<file path="src/core/rci_pkg.sv">
// package for the reset cause and register init block
package rci_pkg;
  localparam logic [31:0] RCI_OFF_CAUSE = 32'h0000_0000;
  localparam logic [31:0] RCI_OFF_CTRL = 32'h0000_0004;
  localparam logic [31:0] RCI_OFF_IRQ_STAT = 32'h0000_0008;
  localparam logic [31:0] RCI_OFF_IRQ_MASK = 32'h0000_000c;
  localparam logic [31:0] RCI_OFF_PC = 32'h0000_0010;
  localparam logic [31:0] RCI_OFF_INIT = 32'h0000_0014;
  localparam logic [31:0] RCI_OFF_RSTACK = 32'h0000_0018;
  localparam logic [31:0] RCI_OFF_TBLPTR = 32'h0000_001c;
  localparam logic [31:0] RCI_OFF_KEEP = 32'h0000_0020;
  localparam int RCI_B_SWBO_EN = 6;
  localparam int RCI_B_RSTI = 4;
  localparam int RCI_B_WDTO = 3;
  localparam int RCI_B_PWRDN = 2;
  localparam int RCI_B_POR = 1;
  localparam int RCI_B_BRNO = 0;
  localparam int RCI_B_SFULL = 8;
  localparam int RCI_B_SUNDR = 9;
  localparam logic [9:0] RCI_CAUSE_INIT = 10'h01e;
  localparam logic [20:0] RCI_PC_RESET = 21'h00_0000;
  localparam logic [20:0] RCI_VEC_HIGH = 21'h00_0008;
  localparam logic [20:0] RCI_VEC_LOW = 21'h00_0018;
  localparam logic [20:0] RCI_PC_STEP = 21'h00_0002;
  localparam logic [1:0] RCI_BRNO_SOFT = 2'h1;
  localparam logic [7:0] RCI_IRQCTL_INIT = 8'h00;
  localparam logic [7:0] RCI_IRQCTL2_INIT = 8'hff;
  localparam logic [7:0] RCI_IRQCTL3_INIT = 8'hc0;
  localparam logic [20:0] RCI_RSTACK_INIT = 21'h00_0000;
  localparam logic [20:0] RCI_TBLPTR_INIT = 21'h00_0000;
  localparam logic [31:0] RCI_KEEP_INIT = 32'h0000_0000;
  localparam logic [1:0] RCI_RESP_OKAY = 2'h0;
  localparam logic [1:0] RCI_RESP_SLVERR = 2'h2;
  localparam int RCI_NEV = 10;
  typedef enum logic [1:0] {RCI_PM_FULL, RCI_PM_RUN, RCI_PM_IDLE, RCI_PM_SLEEP} rci_pm_e;
  // reset and wake sources, one-cycle pulses from core logic
  typedef struct packed {
    logic por;
    logic brownout;
    logic mclear;
    logic wdt;
    logic rst_instr;
    logic stk_full;
    logic stk_unf;
    logic irq_wake;
  } rci_src_s;
  typedef struct packed {
    logic [7:0] irqctl;
    logic [7:0] irqctl2;
    logic [7:0] irqctl3;
  } rci_intc_s;
endpackage : rci_pkg

</file>
<file path="src/core/rci_top.sv">
// reset cause flags and per-cause register initialisation with axi4-lite access
`timescale 1ns/1ps
`default_nettype none
// Notes on behaviour
// - undefined registers are unknown after power-on and kept by every other reset
// - watchdog wake-up leaves most registers untouched, execution resumes
// - power-on: pc zero, reset, timeout, power-down flags set; others cleared
// - brown-out: pc zero, reset, timeout, power-down flags set; brown-out flag cleared
// - reset instruction: pc zero, clears only the reset-instruction flag
// - master clear in idle or sleep: pc zero, set timeout, clear power-down
// - master clear at full power changes no flag; in run mode sets timeout
// - watchdog at full power or run: pc zero, clear timeout flag
// - watchdog in idle or sleep: wake at pc plus 2, clear timeout and power-down
// - interrupt wake clears power-down; pc plus 2 or a priority vector
// - stack full with error reset enabled: pc zero, set full flag
// - stack underflow with error reset enabled: pc zero, set underflow flag
// - underflow with error reset disabled: no reset, set underflow flag
// - soft brown-out enable: 1 on power-on when config 01, else kept or 0
// - defined registers take fixed values (irqctl bit 0 kept by other resets); wake-ups keep them, except a vectored interrupt wake loads the return stack
// - one init class for power-on/brown-out, one for other resets, one for wake-ups
// - brown-out flag cleared on every brown-out or power-on event
module rci_top (
  input wire logic aclk, // core clock
  input wire logic aresetn, // synchronous reset, active low
  input wire rci_pkg::rci_src_s src, // reset and wake source pulses
  input wire rci_pkg::rci_pm_e pm_mode, // power-managed mode at the event
  input wire logic [1:0] brownout_config, // configuration bits
  input wire logic stack_error_reset_enable, // stack errors reset the core
  input wire logic [20:0] cur_pc, // current program counter
  input wire logic [31:0] s_axi_awaddr, // write address
  input wire logic s_axi_awvalid, // write address valid
  output logic s_axi_awready, // write address ready
  input wire logic [31:0] s_axi_wdata, // write data
  input wire logic [3:0] s_axi_wstrb, // write strobes
  input wire logic s_axi_wvalid, // write data valid
  output logic s_axi_wready, // write data ready
  output logic [1:0] s_axi_bresp, // write response
  output logic s_axi_bvalid, // write response valid
  input wire logic s_axi_bready, // write response ready
  input wire logic [31:0] s_axi_araddr, // read address
  input wire logic s_axi_arvalid, // read address valid
  output logic s_axi_arready, // read address ready
  output logic [31:0] s_axi_rdata, // read data
  output logic [1:0] s_axi_rresp, // read response
  output logic s_axi_rvalid, // read data valid
  input wire logic s_axi_rready, // read data ready
  output logic core_restart, // pulse: load pc_load and run
  output logic [20:0] pc_load, // program counter to load
  output rci_pkg::rci_intc_s intc, // interrupt control registers
  output logic irq // level interrupt
);
  import rci_pkg::*;

  logic [9:0] cause_r;
  logic swbo_en_r;
  logic [20:0] pc_r;
  logic restart_r;
  logic [20:0] rstack_r;
  logic [20:0] tblptr_r;
  logic [31:0] keep_r;
  rci_intc_s intc_r;
  logic [RCI_NEV-1:0] ev_stat_r;
  logic [RCI_NEV-1:0] ev_mask_r;
  logic irq_r;
  logic [9:0] cause_nxt;
  logic swbo_en_nxt;
  logic [20:0] pc_nxt;
  logic do_reset;
  logic do_full;
  logic do_wake;
  logic idle_sl;
  logic [RCI_NEV-1:0] ev;
  logic wr_go;
  logic rd_go;
  logic wr_hit;
  logic [31:0] rd_val;
  logic rd_hit;
  logic [31:0] aw_addr_r;
  logic aw_have_r;
  logic [31:0] w_data_r;
  logic [3:0] w_strb_r;
  logic w_have_r;
  logic [31:0] wmask;

  assign idle_sl = (pm_mode == RCI_PM_IDLE) || (pm_mode == RCI_PM_SLEEP);
  // full-class resets (power-on, brown-out) and partial-class resets
  assign do_full = src.por | src.brownout;
  assign do_reset = do_full | src.mclear | src.rst_instr
    | (src.wdt & ~idle_sl)
    | (stack_error_reset_enable & (src.stk_full | src.stk_unf));
  assign do_wake = ~do_reset & ((src.wdt & idle_sl) | src.irq_wake);

  // cause flag update, priority power-on > brown-out > others
  always_comb begin
    cause_nxt = cause_r;
    swbo_en_nxt = swbo_en_r;
    pc_nxt = pc_r;
    if (src.por) begin
      cause_nxt[RCI_B_RSTI] = 1'b1;
      cause_nxt[RCI_B_WDTO] = 1'b1;
      cause_nxt[RCI_B_PWRDN] = 1'b1;
      cause_nxt[RCI_B_POR] = 1'b0;
      cause_nxt[RCI_B_BRNO] = 1'b0;
      cause_nxt[RCI_B_SFULL] = 1'b0;
      cause_nxt[RCI_B_SUNDR] = 1'b0;
      swbo_en_nxt = (brownout_config == RCI_BRNO_SOFT);
      pc_nxt = RCI_PC_RESET;
    end else if (src.brownout) begin
      cause_nxt[RCI_B_RSTI] = 1'b1;
      cause_nxt[RCI_B_WDTO] = 1'b1;
      cause_nxt[RCI_B_PWRDN] = 1'b1;
      cause_nxt[RCI_B_BRNO] = 1'b0;
      swbo_en_nxt = (brownout_config == RCI_BRNO_SOFT) & swbo_en_r;
      pc_nxt = RCI_PC_RESET;
    end else begin
      if (src.rst_instr) begin
        cause_nxt[RCI_B_RSTI] = 1'b0;
      end
      if (src.mclear && idle_sl) begin
        cause_nxt[RCI_B_WDTO] = 1'b1;
        cause_nxt[RCI_B_PWRDN] = 1'b0;
      end else if (src.mclear && pm_mode == RCI_PM_RUN) begin
        cause_nxt[RCI_B_WDTO] = 1'b1;
      end
      if (src.wdt && !idle_sl) begin
        cause_nxt[RCI_B_WDTO] = 1'b0;
      end
      if (src.stk_full && stack_error_reset_enable) begin
        cause_nxt[RCI_B_SFULL] = 1'b1;
      end
      if (src.stk_unf) begin
        cause_nxt[RCI_B_SUNDR] = 1'b1;
      end
      if (do_reset) begin
        pc_nxt = RCI_PC_RESET;
        swbo_en_nxt = (brownout_config == RCI_BRNO_SOFT) & swbo_en_r;
      end else if (src.wdt && idle_sl) begin
        cause_nxt[RCI_B_WDTO] = 1'b0;
        cause_nxt[RCI_B_PWRDN] = 1'b0;
        pc_nxt = 21'(cur_pc + RCI_PC_STEP);
      end else if (src.irq_wake) begin
        cause_nxt[RCI_B_PWRDN] = 1'b0;
        if (intc_r.irqctl[7]) begin
          pc_nxt = RCI_VEC_HIGH;
        end else if (intc_r.irqctl[6]) begin
          pc_nxt = RCI_VEC_LOW;
        end else begin
          pc_nxt = 21'(cur_pc + RCI_PC_STEP);
        end
      end
    end
  end

  // axi write channel capture
  assign wr_go = aw_have_r & w_have_r & ~s_axi_bvalid;
  assign wmask = {{8{w_strb_r[3]}}, {8{w_strb_r[2]}}, {8{w_strb_r[1]}}, {8{w_strb_r[0]}}};
  assign wr_hit = aw_addr_r[31:6] == 26'h0 && aw_addr_r[1:0] == 2'h0
    && aw_addr_r[5:0] <= RCI_OFF_KEEP[5:0];

  always_ff @(posedge aclk) begin
    if (!aresetn) begin
      aw_have_r <= 1'b0;
      aw_addr_r <= 32'h0;
      s_axi_awready <= 1'b0;
    end else begin
      s_axi_awready <= ~aw_have_r & ~s_axi_awready & s_axi_awvalid;
      if (s_axi_awvalid && s_axi_awready) begin
        aw_have_r <= 1'b1;
        aw_addr_r <= s_axi_awaddr;
      end else if (wr_go) begin
        aw_have_r <= 1'b0;
      end
    end
  end

  always_ff @(posedge aclk) begin
    if (!aresetn) begin
      w_have_r <= 1'b0;
      w_data_r <= 32'h0;
      w_strb_r <= 4'h0;
      s_axi_wready <= 1'b0;
    end else begin
      s_axi_wready <= ~w_have_r & ~s_axi_wready & s_axi_wvalid;
      if (s_axi_wvalid && s_axi_wready) begin
        w_have_r <= 1'b1;
        w_data_r <= s_axi_wdata;
        w_strb_r <= s_axi_wstrb;
      end else if (wr_go) begin
        w_have_r <= 1'b0;
      end
    end
  end

  always_ff @(posedge aclk) begin
    if (!aresetn) begin
      s_axi_bvalid <= 1'b0;
      s_axi_bresp <= RCI_RESP_OKAY;
    end else if (wr_go) begin
      s_axi_bvalid <= 1'b1;
      s_axi_bresp <= wr_hit ? RCI_RESP_OKAY : RCI_RESP_SLVERR;
    end else if (s_axi_bready) begin
      s_axi_bvalid <= 1'b0;
    end
  end

  // cause flags: power-on flag is software-set, soft brown-out enable software-writable
  always_ff @(posedge aclk) begin
    if (!aresetn) begin
      cause_r <= RCI_CAUSE_INIT;
      swbo_en_r <= 1'b0;
    end else begin
      cause_r <= cause_nxt;
      swbo_en_r <= swbo_en_nxt;
      if (wr_go && aw_addr_r == RCI_OFF_CAUSE && w_strb_r[0] && !do_reset) begin
        cause_r[RCI_B_POR] <= w_data_r[RCI_B_POR];
      end
      if (wr_go && aw_addr_r == RCI_OFF_CTRL && w_strb_r[0] && !do_reset) begin
        swbo_en_r <= (brownout_config == RCI_BRNO_SOFT) & w_data_r[0];
      end
    end
  end

  always_ff @(posedge aclk) begin
    if (!aresetn) begin
      pc_r <= RCI_PC_RESET;
      restart_r <= 1'b0;
    end else begin
      pc_r <= pc_nxt;
      restart_r <= do_reset | do_wake;
    end
  end

  // defined-state registers: reset-class values, wake-ups keep them except rstack_r on a vectored wake
  always_ff @(posedge aclk) begin
    if (!aresetn) begin
      rstack_r <= RCI_RSTACK_INIT;
      tblptr_r <= RCI_TBLPTR_INIT;
      intc_r <= '{RCI_IRQCTL_INIT, RCI_IRQCTL2_INIT, RCI_IRQCTL3_INIT};
    end else if (do_reset) begin
      rstack_r <= RCI_RSTACK_INIT;
      tblptr_r <= RCI_TBLPTR_INIT;
      intc_r.irqctl <= {RCI_IRQCTL_INIT[7:1], do_full ? 1'b0 : intc_r.irqctl[0]};
      intc_r.irqctl2 <= RCI_IRQCTL2_INIT;
      intc_r.irqctl3 <= RCI_IRQCTL3_INIT;
    end else if (do_wake && src.irq_wake && (intc_r.irqctl[7] || intc_r.irqctl[6])) begin
      rstack_r <= cur_pc; // return address pushed on vectored wake
    end else if (wr_go && aw_addr_r == RCI_OFF_INIT) begin
      intc_r <= (intc_r & ~wmask[23:0]) | (w_data_r[23:0] & wmask[23:0]);
    end else if (wr_go && aw_addr_r == RCI_OFF_TBLPTR) begin
      tblptr_r <= (tblptr_r & ~wmask[20:0]) | (w_data_r[20:0] & wmask[20:0]);
    end
  end

  // undefined-state register: no reset term, kept across all resets
  always_ff @(posedge aclk) begin
    if (wr_go && aw_addr_r == RCI_OFF_KEEP) begin
      keep_r <= (keep_r & ~wmask) | (w_data_r & wmask);
    end
  end

  // sticky event status, write one to clear, set wins
  assign ev = {src.irq_wake, src.stk_unf, src.stk_full, src.rst_instr, src.wdt,
    src.mclear, src.brownout, src.por, do_wake, do_reset};
  genvar gi;
  generate
    for (gi = 0; gi < RCI_NEV; gi++) begin : g_ev
      always_ff @(posedge aclk) begin
        if (!aresetn) begin
          ev_stat_r[gi] <= 1'b0;
        end else if (ev[gi]) begin
          ev_stat_r[gi] <= 1'b1;
        end else if (wr_go && aw_addr_r == RCI_OFF_IRQ_STAT && wmask[gi] && w_data_r[gi]) begin
          ev_stat_r[gi] <= 1'b0;
        end
      end
    end
  endgenerate

  always_ff @(posedge aclk) begin
    if (!aresetn) begin
      ev_mask_r <= '0;
      irq_r <= 1'b0;
    end else begin
      if (wr_go && aw_addr_r == RCI_OFF_IRQ_MASK) begin
        ev_mask_r <= (ev_mask_r & ~wmask[RCI_NEV-1:0]) | (w_data_r[RCI_NEV-1:0] & wmask[RCI_NEV-1:0]);
      end
      irq_r <= |(ev_stat_r & ev_mask_r);
    end
  end

  // read channel
  always_comb begin
    rd_hit = 1'b1;
    unique case (s_axi_araddr)
      RCI_OFF_CAUSE: rd_val = {22'h0, cause_r};
      RCI_OFF_CTRL: rd_val = {31'h0, swbo_en_r};
      RCI_OFF_IRQ_STAT: rd_val = {22'h0, ev_stat_r};
      RCI_OFF_IRQ_MASK: rd_val = {22'h0, ev_mask_r};
      RCI_OFF_PC: rd_val = {11'h0, pc_r};
      RCI_OFF_INIT: rd_val = {8'h0, intc_r};
      RCI_OFF_RSTACK: rd_val = {11'h0, rstack_r};
      RCI_OFF_TBLPTR: rd_val = {11'h0, tblptr_r};
      RCI_OFF_KEEP: rd_val = keep_r;
      default: begin
        rd_val = 32'h0;
        rd_hit = 1'b0;
      end
    endcase
  end
  assign rd_go = s_axi_arvalid & s_axi_arready;

  always_ff @(posedge aclk) begin
    if (!aresetn) begin
      s_axi_arready <= 1'b0;
      s_axi_rvalid <= 1'b0;
      s_axi_rdata <= 32'h0;
      s_axi_rresp <= RCI_RESP_OKAY;
    end else begin
      s_axi_arready <= ~s_axi_arready & ~s_axi_rvalid & s_axi_arvalid;
      if (rd_go) begin
        s_axi_rvalid <= 1'b1;
        s_axi_rdata <= rd_val;
        s_axi_rresp <= rd_hit ? RCI_RESP_OKAY : RCI_RESP_SLVERR;
      end else if (s_axi_rready) begin
        s_axi_rvalid <= 1'b0;
      end
    end
  end

  always_ff @(posedge aclk) begin
    if (!aresetn) begin
      core_restart <= 1'b0;
      pc_load <= RCI_PC_RESET;
      intc <= '{RCI_IRQCTL_INIT, RCI_IRQCTL2_INIT, RCI_IRQCTL3_INIT};
      irq <= 1'b0;
    end else begin
      core_restart <= restart_r;
      pc_load <= pc_r;
      intc <= intc_r;
      irq <= irq_r;
    end
  end

  a_por_flags: assert property (@(posedge aclk) disable iff (!aresetn)
    src.por |=> cause_r[RCI_B_RSTI] && cause_r[RCI_B_WDTO] && cause_r[RCI_B_PWRDN]
      && !cause_r[RCI_B_POR] && !cause_r[RCI_B_BRNO] && !cause_r[RCI_B_SFULL]
      && !cause_r[RCI_B_SUNDR])
    else $error("power-on flags wrong");
  a_bor_keeps_por: assert property (@(posedge aclk) disable iff (!aresetn)
    src.brownout && !src.por |=> !cause_r[RCI_B_BRNO]
      && cause_r[RCI_B_POR] == $past(cause_r[RCI_B_POR]))
    else $error("brown-out flags wrong");
  a_ri_clear: assert property (@(posedge aclk) disable iff (!aresetn)
    src.rst_instr && !src.por && !src.brownout |=> !cause_r[RCI_B_RSTI] && pc_r == RCI_PC_RESET)
    else $error("reset instruction flag wrong");
  a_mclear_sleep: assert property (@(posedge aclk) disable iff (!aresetn)
    src == 8'h20 && idle_sl |=> cause_r[RCI_B_WDTO] && !cause_r[RCI_B_PWRDN])
    else $error("master clear in sleep wrong");
  a_mclear_full: assert property (@(posedge aclk) disable iff (!aresetn)
    src == 8'h20 && pm_mode == RCI_PM_FULL |=> $stable(cause_r))
    else $error("master clear at full power changed flags");
  a_wdt_reset: assert property (@(posedge aclk) disable iff (!aresetn)
    src == 8'h10 && !idle_sl |=> !cause_r[RCI_B_WDTO] ##1 pc_load == RCI_PC_RESET)
    else $error("watchdog reset wrong");
  a_wdt_wake: assert property (@(posedge aclk) disable iff (!aresetn)
    src == 8'h10 && idle_sl |=> pc_r == 21'($past(cur_pc) + RCI_PC_STEP)
      && !cause_r[RCI_B_PWRDN] && !cause_r[RCI_B_WDTO])
    else $error("watchdog wake wrong");
  a_unf_noreset: assert property (@(posedge aclk) disable iff (!aresetn)
    src == 8'h02 && !stack_error_reset_enable |=> cause_r[RCI_B_SUNDR] && !restart_r)
    else $error("underflow without reset wrong");
  a_irq_level: assert property (@(posedge aclk) disable iff (!aresetn)
    |(ev_stat_r & ev_mask_r) |=> ##1 irq)
    else $error("interrupt not raised");
  c_por: cover property (@(posedge aclk) src.por ##2 core_restart);
  c_wake: cover property (@(posedge aclk) do_wake && src.irq_wake);
  c_stack: cover property (@(posedge aclk) src.stk_full && stack_error_reset_enable);
endmodule : rci_top
`default_nettype wire

</file>
<file path="config.mk">
export PLATFORM = sky130hd
export DESIGN_NAME = rci_top
export DESIGN_NICKNAME = d
export VERILOG_FILES = /design/src/core/rci_pkg.sv /design/src/core/rci_top.sv
export SDC_FILE = /design/constraint.sdc
export NUM_CORES = 1
export LEC_CHECK = 0
export BUFFER_PORTS_ARGS = -buffer_cell sky130_fd_sc_hd__buf_2
export CAP_MARGIN = 20
export CORE_MARGIN = 2
export CORE_UTILIZATION = 55
export DETAILED_ROUTE_END_ITERATION = 16
export PLACE_DENSITY_LB_ADDON = 0.15
export SLEW_MARGIN = 20
export SYNTH_ARGS = -nofsm -noshare
export SYNTH_HDL_FRONTEND = slang
export SYNTH_SLANG_ARGS = --single-unit
export TNS_END_PERCENT = 100
</file>
<file path="constraint.sdc">
create_clock -name aclk -period 4.6 [get_ports aclk]
set_input_delay 0 -clock aclk [delete_from_list [all_inputs] [get_ports aclk]]
set_output_delay 0 -clock aclk [all_outputs]
set_load 0.005 [all_outputs]
</file>
* Yosys cells after proc, flatten, opt, wreduce, memory -nomap -nowiden *
Index checks and enable logic that the tools add are counted.

cells by class
  add/sub/neg operators = 1
  $mul = 0
  div/mod/pow operators = 0
  order comparisons = 1
  eq/ne operators = 20
  shift operators = 0
  mux-type cells = 53
  bitwise operators = 53
  reductions and logical operators = 71

operator list
  kind                                                              count
  32-bit one-hot mux with 9 select lines                            1
  32-bit by 5-bit == test with 1-bit output, second input constant  6
  32-bit by 4-bit == test with 1-bit output, second input constant  4
  21-bit two-way mux                                                4
  32-bit AND                                                        2
  32-bit by 3-bit == test with 1-bit output, second input constant  2
  32-bit by 6-bit == test with 1-bit output, second input constant  2
  32-bit zero test                                                  2
  17-bit two-way mux                                                3
  24-bit AND                                                        2
  21-bit AND                                                        2
  1-bit two-way mux                                                 42
  1-bit logical AND                                                 34
  2-bit nonzero test                                                17
  32-bit NOT                                                        1
  32-bit bitwise OR                                                 1
  10-bit AND                                                        3
  26-bit zero test                                                  1
  24-bit NOT                                                        1
  24-bit bitwise OR                                                 1
  21-bit by 2-bit adder with 21-bit output, second input constant   1
  21-bit NOT                                                        1
  21-bit bitwise OR                                                 1
  1-bit AND                                                         15
  21 further kinds                                                  50

word-level totals
  register bits after elaboration = 306
  latch bits = 0
  bits in writable memories = 0
  memory bits (read-only) = 0
  input port bits = 141
  word-level logic and storage cells = 245
  memories = 0

* Logic depth before layout (Yosys ltp) *
Gate-level depths: netlist (run 1).

  word-level depth = 12
  mapped depth = 8
  mapped depth without buffers = 6

* Worst setup path after synthesis (run 1) *
Ideal clock, no wire load.

  kind = flip-flop to flip-flop
  start point = reg aw_addr_r[31]
  end point = reg with a tool-made name
  setup time = 332 ps
  data arrival time = 1621 ps
  slack = 2647 ps
  cell stages (with the launch flop) = 5
  clock period less this slack = 1953 ps
  cells stage by stage = dfxtp_1 > nor4_4 > nand4_4 > nor4_1 > and2_1

RTL lines
  element                 RTL line        RTL
  start, declared         rci_top.sv:78   logic [31:0] aw_addr_r;
  start signal, assigned  rci_top.sv:169  aw_addr_r <= s_axi_awaddr;

==> results of run 1 <==
-- layer usage --
layer,vias up,global-route usage [%]
met5,-,0
met1,5212,42.54
met4,0,10.41
met3,96,6.018
li1,5269,-
met2,620,48.58
-- power by group through the flow --
stage	Combinational, µW	Clock, µW	Sequential, µW
after CTS	375	2590	2740
after global placement	295	0	2800
after global routing	417	2720	2740
after floorplan	174	0	2780
final	385	2590	2740
after detailed placement	299	0	2800
-- timing repair --
action / 4_1_cts / 5_1_grt
gates resized for setup: 0 / 0
hold endpoints to repair: 136 / 0
hold buffers: 116 / 0
-- stage by stage --
step	instances	setup slack, ns	hold WS (ns)
global placement	1747	1.918	0.2412
floorplan	1309	2.647	0.09468
global route	1917	1.700	0.02440
finish	1917	1.865	0.005754
detailed placement	1747	1.912	0.2441
CTS	1917	1.896	0.002316
-- worst reg2reg max path, cell delays in order, from the launching register on --
cell     delay [ns]
dfxtp_1        0.32
nor4_2         0.39
nand3_1        0.32
nor4_1         0.88
and2_1         0.47
-- how the worst min path moves through the flow --
stage                startpoint             end  slack, ns  depth (start not counted)
5_1_grt         s_axi_araddr[7]  s_axi_rdata[1]       0.02                          4
6_report        s_axi_araddr[7]  s_axi_rdata[1]      0.006                          4
3_5_place_dp   s_axi_awaddr[26]   aw_addr_r[26]       0.24                          3
3_3_place_gp    s_axi_wdata[26]    w_data_r[26]       0.24                          3
4_1_cts         s_axi_araddr[7]  s_axi_rdata[1]      0.002                          4
2_1_floorplan            src[0]         pc_r[4]       0.09                          1
-- logic make-up (layout without fill, tap and decap cells) --
family / count (synthesis) / count (layout) / synth area share [%]
buffers and inverters: 99 / 427 / 3.177
xor gates and xnor gates: 16 / 16 / 1.163
adders and majority gates: 1 / 1 / 0.1038
muxes: 46 / 46 / 3.977
and+or+nand+nor: 505 / 505 / 21.50
AOI/OAI and AO/OA: 336 / 336 / 16.88
DFF: 304 / 304 / 53.16
other: 1 / 2 / 0.03112
-- area by class of cell --
class / instances / area [µm²] / area share (%)
Clock inverter: 7 / 122.6 / 0.7882
Inverter: 17 / 65.06 / 0.4182
Timing Repair Buffer: 356 / 2397 / 15.41
Multi-Input combinational cell: 906 / 5278 / 33.93
Sequential cell: 304 / 6406 / 41.18
Tap cell: 280 / 350.3 / 2.252
Clock buffer: 47 / 937.1 / 6.024
-- cell usage in the layout, fill, tap and decap left out, types with 4 or more instances in the layout --
cell type	instances
dfxtp_1	272
nand2_1	236
buf_2	226
a21oi_1	153
dlygate4sd3_1	116
nor2_1	68
o21ai_0	60
a22oi_1	51
and2_1	43
nor3_1	33
edfxtp_1	32
clkbuf_16	32
mux2i_1	31
nand3_1	29
a221oi_1	18
mux2_2	15
inv_1	15
nand2b_1	14
buf_4	14
nor4_1	13
nand4_1	12
a31oi_1	12
nor4_4	10
xor2_1	9
clkbuf_8	8
and3_1	7
a222oi_1	7
xnor2_1	7
clkbuf_1	7
o31ai_1	6
nor2b_1	5
nor4_2	4
nor3b_1	4
o2bb2ai_1	4
and4_1	4
==> results.md, run 1 <==
* Status: completed
* Sw frac at 22.19%
* Async set or reset register ratio after synthesis at 0%
* Area after DPL at 13330 µm²
* Max Cap Viol at 0
* Die width at 152.0 µm
* Worst vdd ir at 283.1 µV
* CP arrival at 2.94 ns
* Final setup viols at 0
* Post-layout util at 71.73%
* Reg2reg path depth at 4
* CTS root buffer: clkbuf_16
* Crit start category: register
* Layout cells sized above 1 at 19.98%
* Hold Crit Class: input pin to register
* Number of stages on the worst setup path at 4
* CP Capture Type: register
* Origin of the critical flop-to-flop path: aw_addr_r[16]
* CP startpoint: aw_addr_r[16]
* Worst-path fanout max at 8
* Clk_lat worst skew at 0.56 ns
* CTS tree: yes
* Port buffer count at 226
* Die area at 23110 µm²
* Vias in the first global route at 10570
* WP buf/inv at 0
* Clock Sinks at 304
* Top-count cell post-synth: dfxtp_1
* Wire length on met2 at 16590 µm
* Overall power at 5714 µW
* Setup_tns at 0 ns
* Slowest stage delay, CP at 0.88 ns
* Post-Syn Area per Cell at 9.213 µm²
* CP Class: register to register
* CP max stage cell: nor4_1
* Commonest cells post-synth: 272 x dfxtp_1, 237 x nand2_1, 153 x a21oi_1
* Drt first pass iters at 8
* R2R setup slack at 1.87 ns
* Nets at 1757
* DRC at 0
* P per Cell Area at 367.3 nW/µm²
* Largest net degree at the start of global routing at 70
* Metal1 wirelength at 15120 µm
* Initial Util at 55.56%
* Synth warnings at 0
* Switch Pwr at 1268 µW
* H-tree Lvls at 1
* DRT iter0 DRCs at 1082
* Post-route cell area at 15560 µm²
* Synth cell types at 59
* Post-synth top flop: dfxtp_1
* IO Pins at 229
* Die Y at 152.0 µm
* Synth Instances at 1308
* Vias post-DR at 11200
* Slew HR at 28.77%
* N_diodes at 0
* Area delta synth->final at 29.09%
* Register area share after synthesis at 53.16%
* Critical path required time at 4.80 ns
* Cell Area, Synth at 12050 µm²
* Setup bufs post-CTS at 0
* Fill count at 1589
* Power share of the clock group at 45.3%
* CTS max path bufs at 3
* Cell chain of the critical path: nor4_2 > nand3_1 > nor4_1 > and2_1
* Total CTS buffers at 30
* Initial antenna violation count at 0
* Flop pwr share at 48.0%
* Row Count at 54
* Synth top area share at 45.19%
* Max Freq at 365.7 MHz
* RSZ-0062 raised after global routing: no
* DRT antenna net count at 0
* Clk_skew at 0.02443 ns
* Core area at 21690 µm²
* Min Clock Period, post-route at 2.735 ns
* P_leak at 0.005714 µW
* Family with the most delay on the worst path: simple AND/OR/NAND/NOR gates
* Crit share post-route at 59.45%
* Met3 Routed Length at 3815 µm
* Gr ovfl total at 0
* Slew Limit Fails at 0
* Routability congestion estimate at 0.9457
* First-pass GRT wire length at 57830 µm
* Final Hold Fails at 0
* EDFF count, synth at 32
* Worst-Margin Slew at 1.059 ns
* Total wire length at 36820 µm
* Hpwl dp at 24150 µm
* Via/cell ratio at 5.841
* Total track usage at 30.76%
* Wirelength per Cell at 19.20 µm
* Register bit total from synthesis at 304
* Main area contributors after synthesis: dfxtp_1 45%, edfxtp_1 8.0%, nand2_1 7.4%, a21oi_1 6.4%, a22oi_1 3.2%
* Max Used Layer: met4
* Clock transition at the registers of the reported paths at 0.06 ns
* Area leader, netlist: dfxtp_1
* Pint at 4446 µW
* Comb power frac at 6.7%
Power figures use the tool's default switching activity.
==> inputs of run 2 (changes only) <==
Settings changed: CORE_UTILIZATION 55 to 50.
Clock period 4.6 ns to 2.4 ns, I/O delays scaled along.
==> run 2 against run 1 <==
- utilization is 4.6 points lower
- die area increased by 9.7%
- critical path depth increased by 4
- worst setup slack lost 1.7 ns
- highest routed layer unchanged
==> results.md, run 2 (synthesis results as in run 1) <==
* CP Class: input pin to register
* Wire length on met2 at 16950 µm (+2.2%)
* RSZ-0062 raised after global routing: no
* Drt first pass iters at 6 (-2)
* Total CTS buffers at 31 (+3.3%)
* Area after DPL at 13610 µm² (+2.2%)
* Routability congestion estimate at 0.9180 (-2.9%)
* CTS tree: yes
* IO Pins at 229 (unchanged)
* Clk_lat worst skew at 0.56 ns (about the same)
* Hpwl dp at 25600 µm (+6.0%)
* P per Cell Area at 681.1 nW/µm² (+85%)
* Die width at 159.2 µm (+4.8%)
* Post-CTS resize count at 0 (unchanged)
* Placed insts at 1818 (+4.1%)
* Min Clock Period, post-route at 2.242 ns
* Max Cap Viol at 0 (unchanged)
* Most frequent cells in the layout: 272 x dfxtp_1, 236 x nand2_1, 226 x buf_2, 153 x a21oi_1, 119 x dlygate4sd3_1
* First-pass GRT wire length at 58060 µm (+0.39%)
* Worst-path fanout max at 54 (+46)
* Vias post-DR at 11190 (-0.045%)
* Clock transition at the registers of the reported paths at 0.06 ns (about the same)
* Via/cell ratio at 5.613 (-3.9%)
* Met3 Routed Length at 3579 µm (-6.2%)
* Max Used Layer: met4
* Layout Cells excl Fill at 1994 (+4.0%)
* Initial Util at 51.19% (-4.4 points)
* Max Freq at 446.0 MHz
* Clock Sinks at 304 (unchanged)
* Crit share post-route at 93.43%
* Worst-Margin Slew at 0.7450 ns (-0.3136 ns)
* Layout cells sized above 1 at 21.07% (+1.1 points)
* Die Y at 159.2 µm (+4.8%)
* Worst vdd ir at 635.0 µV (+120%)
* DRT iter0 DRCs at 1075 (-0.65%)
* H-tree Lvls at 1 (unchanged)
* DRT antenna net count at 0 (unchanged)
* Setup_tns at 0 ns (unchanged)
* Core area at 23540 µm² (+8.5%)
* CTS max path bufs at 3 (unchanged)
* Slew Limit Fails at 0 (unchanged)
* Largest net degree at the start of global routing at 58 (-17%)
* Wirelength per Cell at 18.65 µm (-2.9%)
* N_diodes at 0 (unchanged)
* Origin of the critical flop-to-flop path: aw_addr_r[13]
* Hold Crit Class: input pin to register
* CTS root buffer: clkbuf_16
* Clk_skew at 0.01404 ns (-0.01040 ns)
* Row Count at 56 (+3.7%)
* DRC at 0 (unchanged)
* Critical path required time at 2.89 ns (-1.91 ns)
* Final Hold Fails at 0 (unchanged)
* Area delta synth->final at 31.14%
* CP Capture Type: register
* R2R setup slack at 0.27 ns (-1.60 ns)
* CP arrival at 2.74 ns (-0.20 ns)
* Gr ovfl total at 0 (unchanged)
* Nets at 1794 (+2.1%)
* Final setup viols at 0 (unchanged)
* Metal1 wirelength at 15940 µm (+5.5%)
* Reg2reg path depth at 5 (+1)
* Fill count at 1919 (+21%)
* Slew HR at 50.20% (+21 points)
* P_leak at 0.005837 µW (+2.2%)
* Status: completed
* Post-route cell area at 15800 µm² (+1.6%)
* WHS at 0.05116 ns (+0.04541 ns)
* Total wire length at 37190 µm (+1.0%)
* Port buffer count at 226 (unchanged)
* Crit start category: input pin
* Die area at 25360 µm² (+9.7%)
* Critical Path Sink: pc_r[4]
* Commonest non-fill, non-tap cell in the layout: dfxtp_1
* Overall power at 10760 µW (+88%)
* Initial antenna violation count at 0 (unchanged)
* Vias in the first global route at 10730 (+1.6%)
* CP startpoint: src[3]
* Total track usage at 28.38% (-2.4 points)
==> run 2: through the flow <==
step / util [%] / worst slack [ns]
final: 67.12 / 0.1576
after global routing: 67.12 / 0.1069
after CTS: 67.09 / 0.06090
after detailed placement: 57.83 / 0.2459
after global placement: 57.83 / 0.3332
after floorplan: - / 0.4472
==> run 2: area by class of cell <==
| class | count | area [µm²] | share of cell area, % |
|---|---|---|---|
| sequential | 304 | 6406 | 40.54 |
| multi-input combinational | 906 | 5268 | 33.33 |
| timing repair buffer | 392 | 2675 | 16.93 |
| clock buffer | 46 | 862.1 | 5.455 |
| tap | 319 | 399.1 | 2.526 |
| clock inverter | 10 | 127.6 | 0.8076 |
| inverter | 17 | 65.06 | 0.4117 |
==> run 2: layer usage <==
layer	track usage, %	vias to the layer above
li1	-	5338
met1	38.62	5248
met2	46.80	553
met3	5.444	53
met4	7.025	0
met5	0	-
==> run 2: worst min path at each step <==
stage                                start             end  cells after the start
final                      s_axi_araddr[6]  s_axi_rdata[4]                      5
after global routing       s_axi_araddr[6]  s_axi_rdata[4]                      5
after CTS                 s_axi_araddr[13]  s_axi_rdata[5]                      6
after detailed placement   s_axi_wdata[11]    w_data_r[11]                      3
after global placement     s_axi_wdata[27]    w_data_r[27]                      3
after floorplan                     src[0]         pc_r[4]                      1
==> run 2: what timing repair did <==
action,4_1_cts,5_1_grt
hold endpoints to repair,156,0
setup buffers,0,1
hold buffers,119,0
endpoints found under the setup margin,0,1
==> run 2: report_power, final <==
part	switching [µW]	leakage, µW	total, µW	internal, µW
logic	402	0.00291	764	362
clock network	1960	0.000477	4740	2790
registers	66.6	0.00245	5250	5190
==> run 2: critical path, stage by stage <==
cell and delay [ns]:
dlygate4sd3_1 0.52, buf_2 0.16, nor4_4 0.44, and3_1 0.37, nand2_2 0.10, buf_4 0.31
a211oi_1 0.23, dlygate4sd3_1 0.56
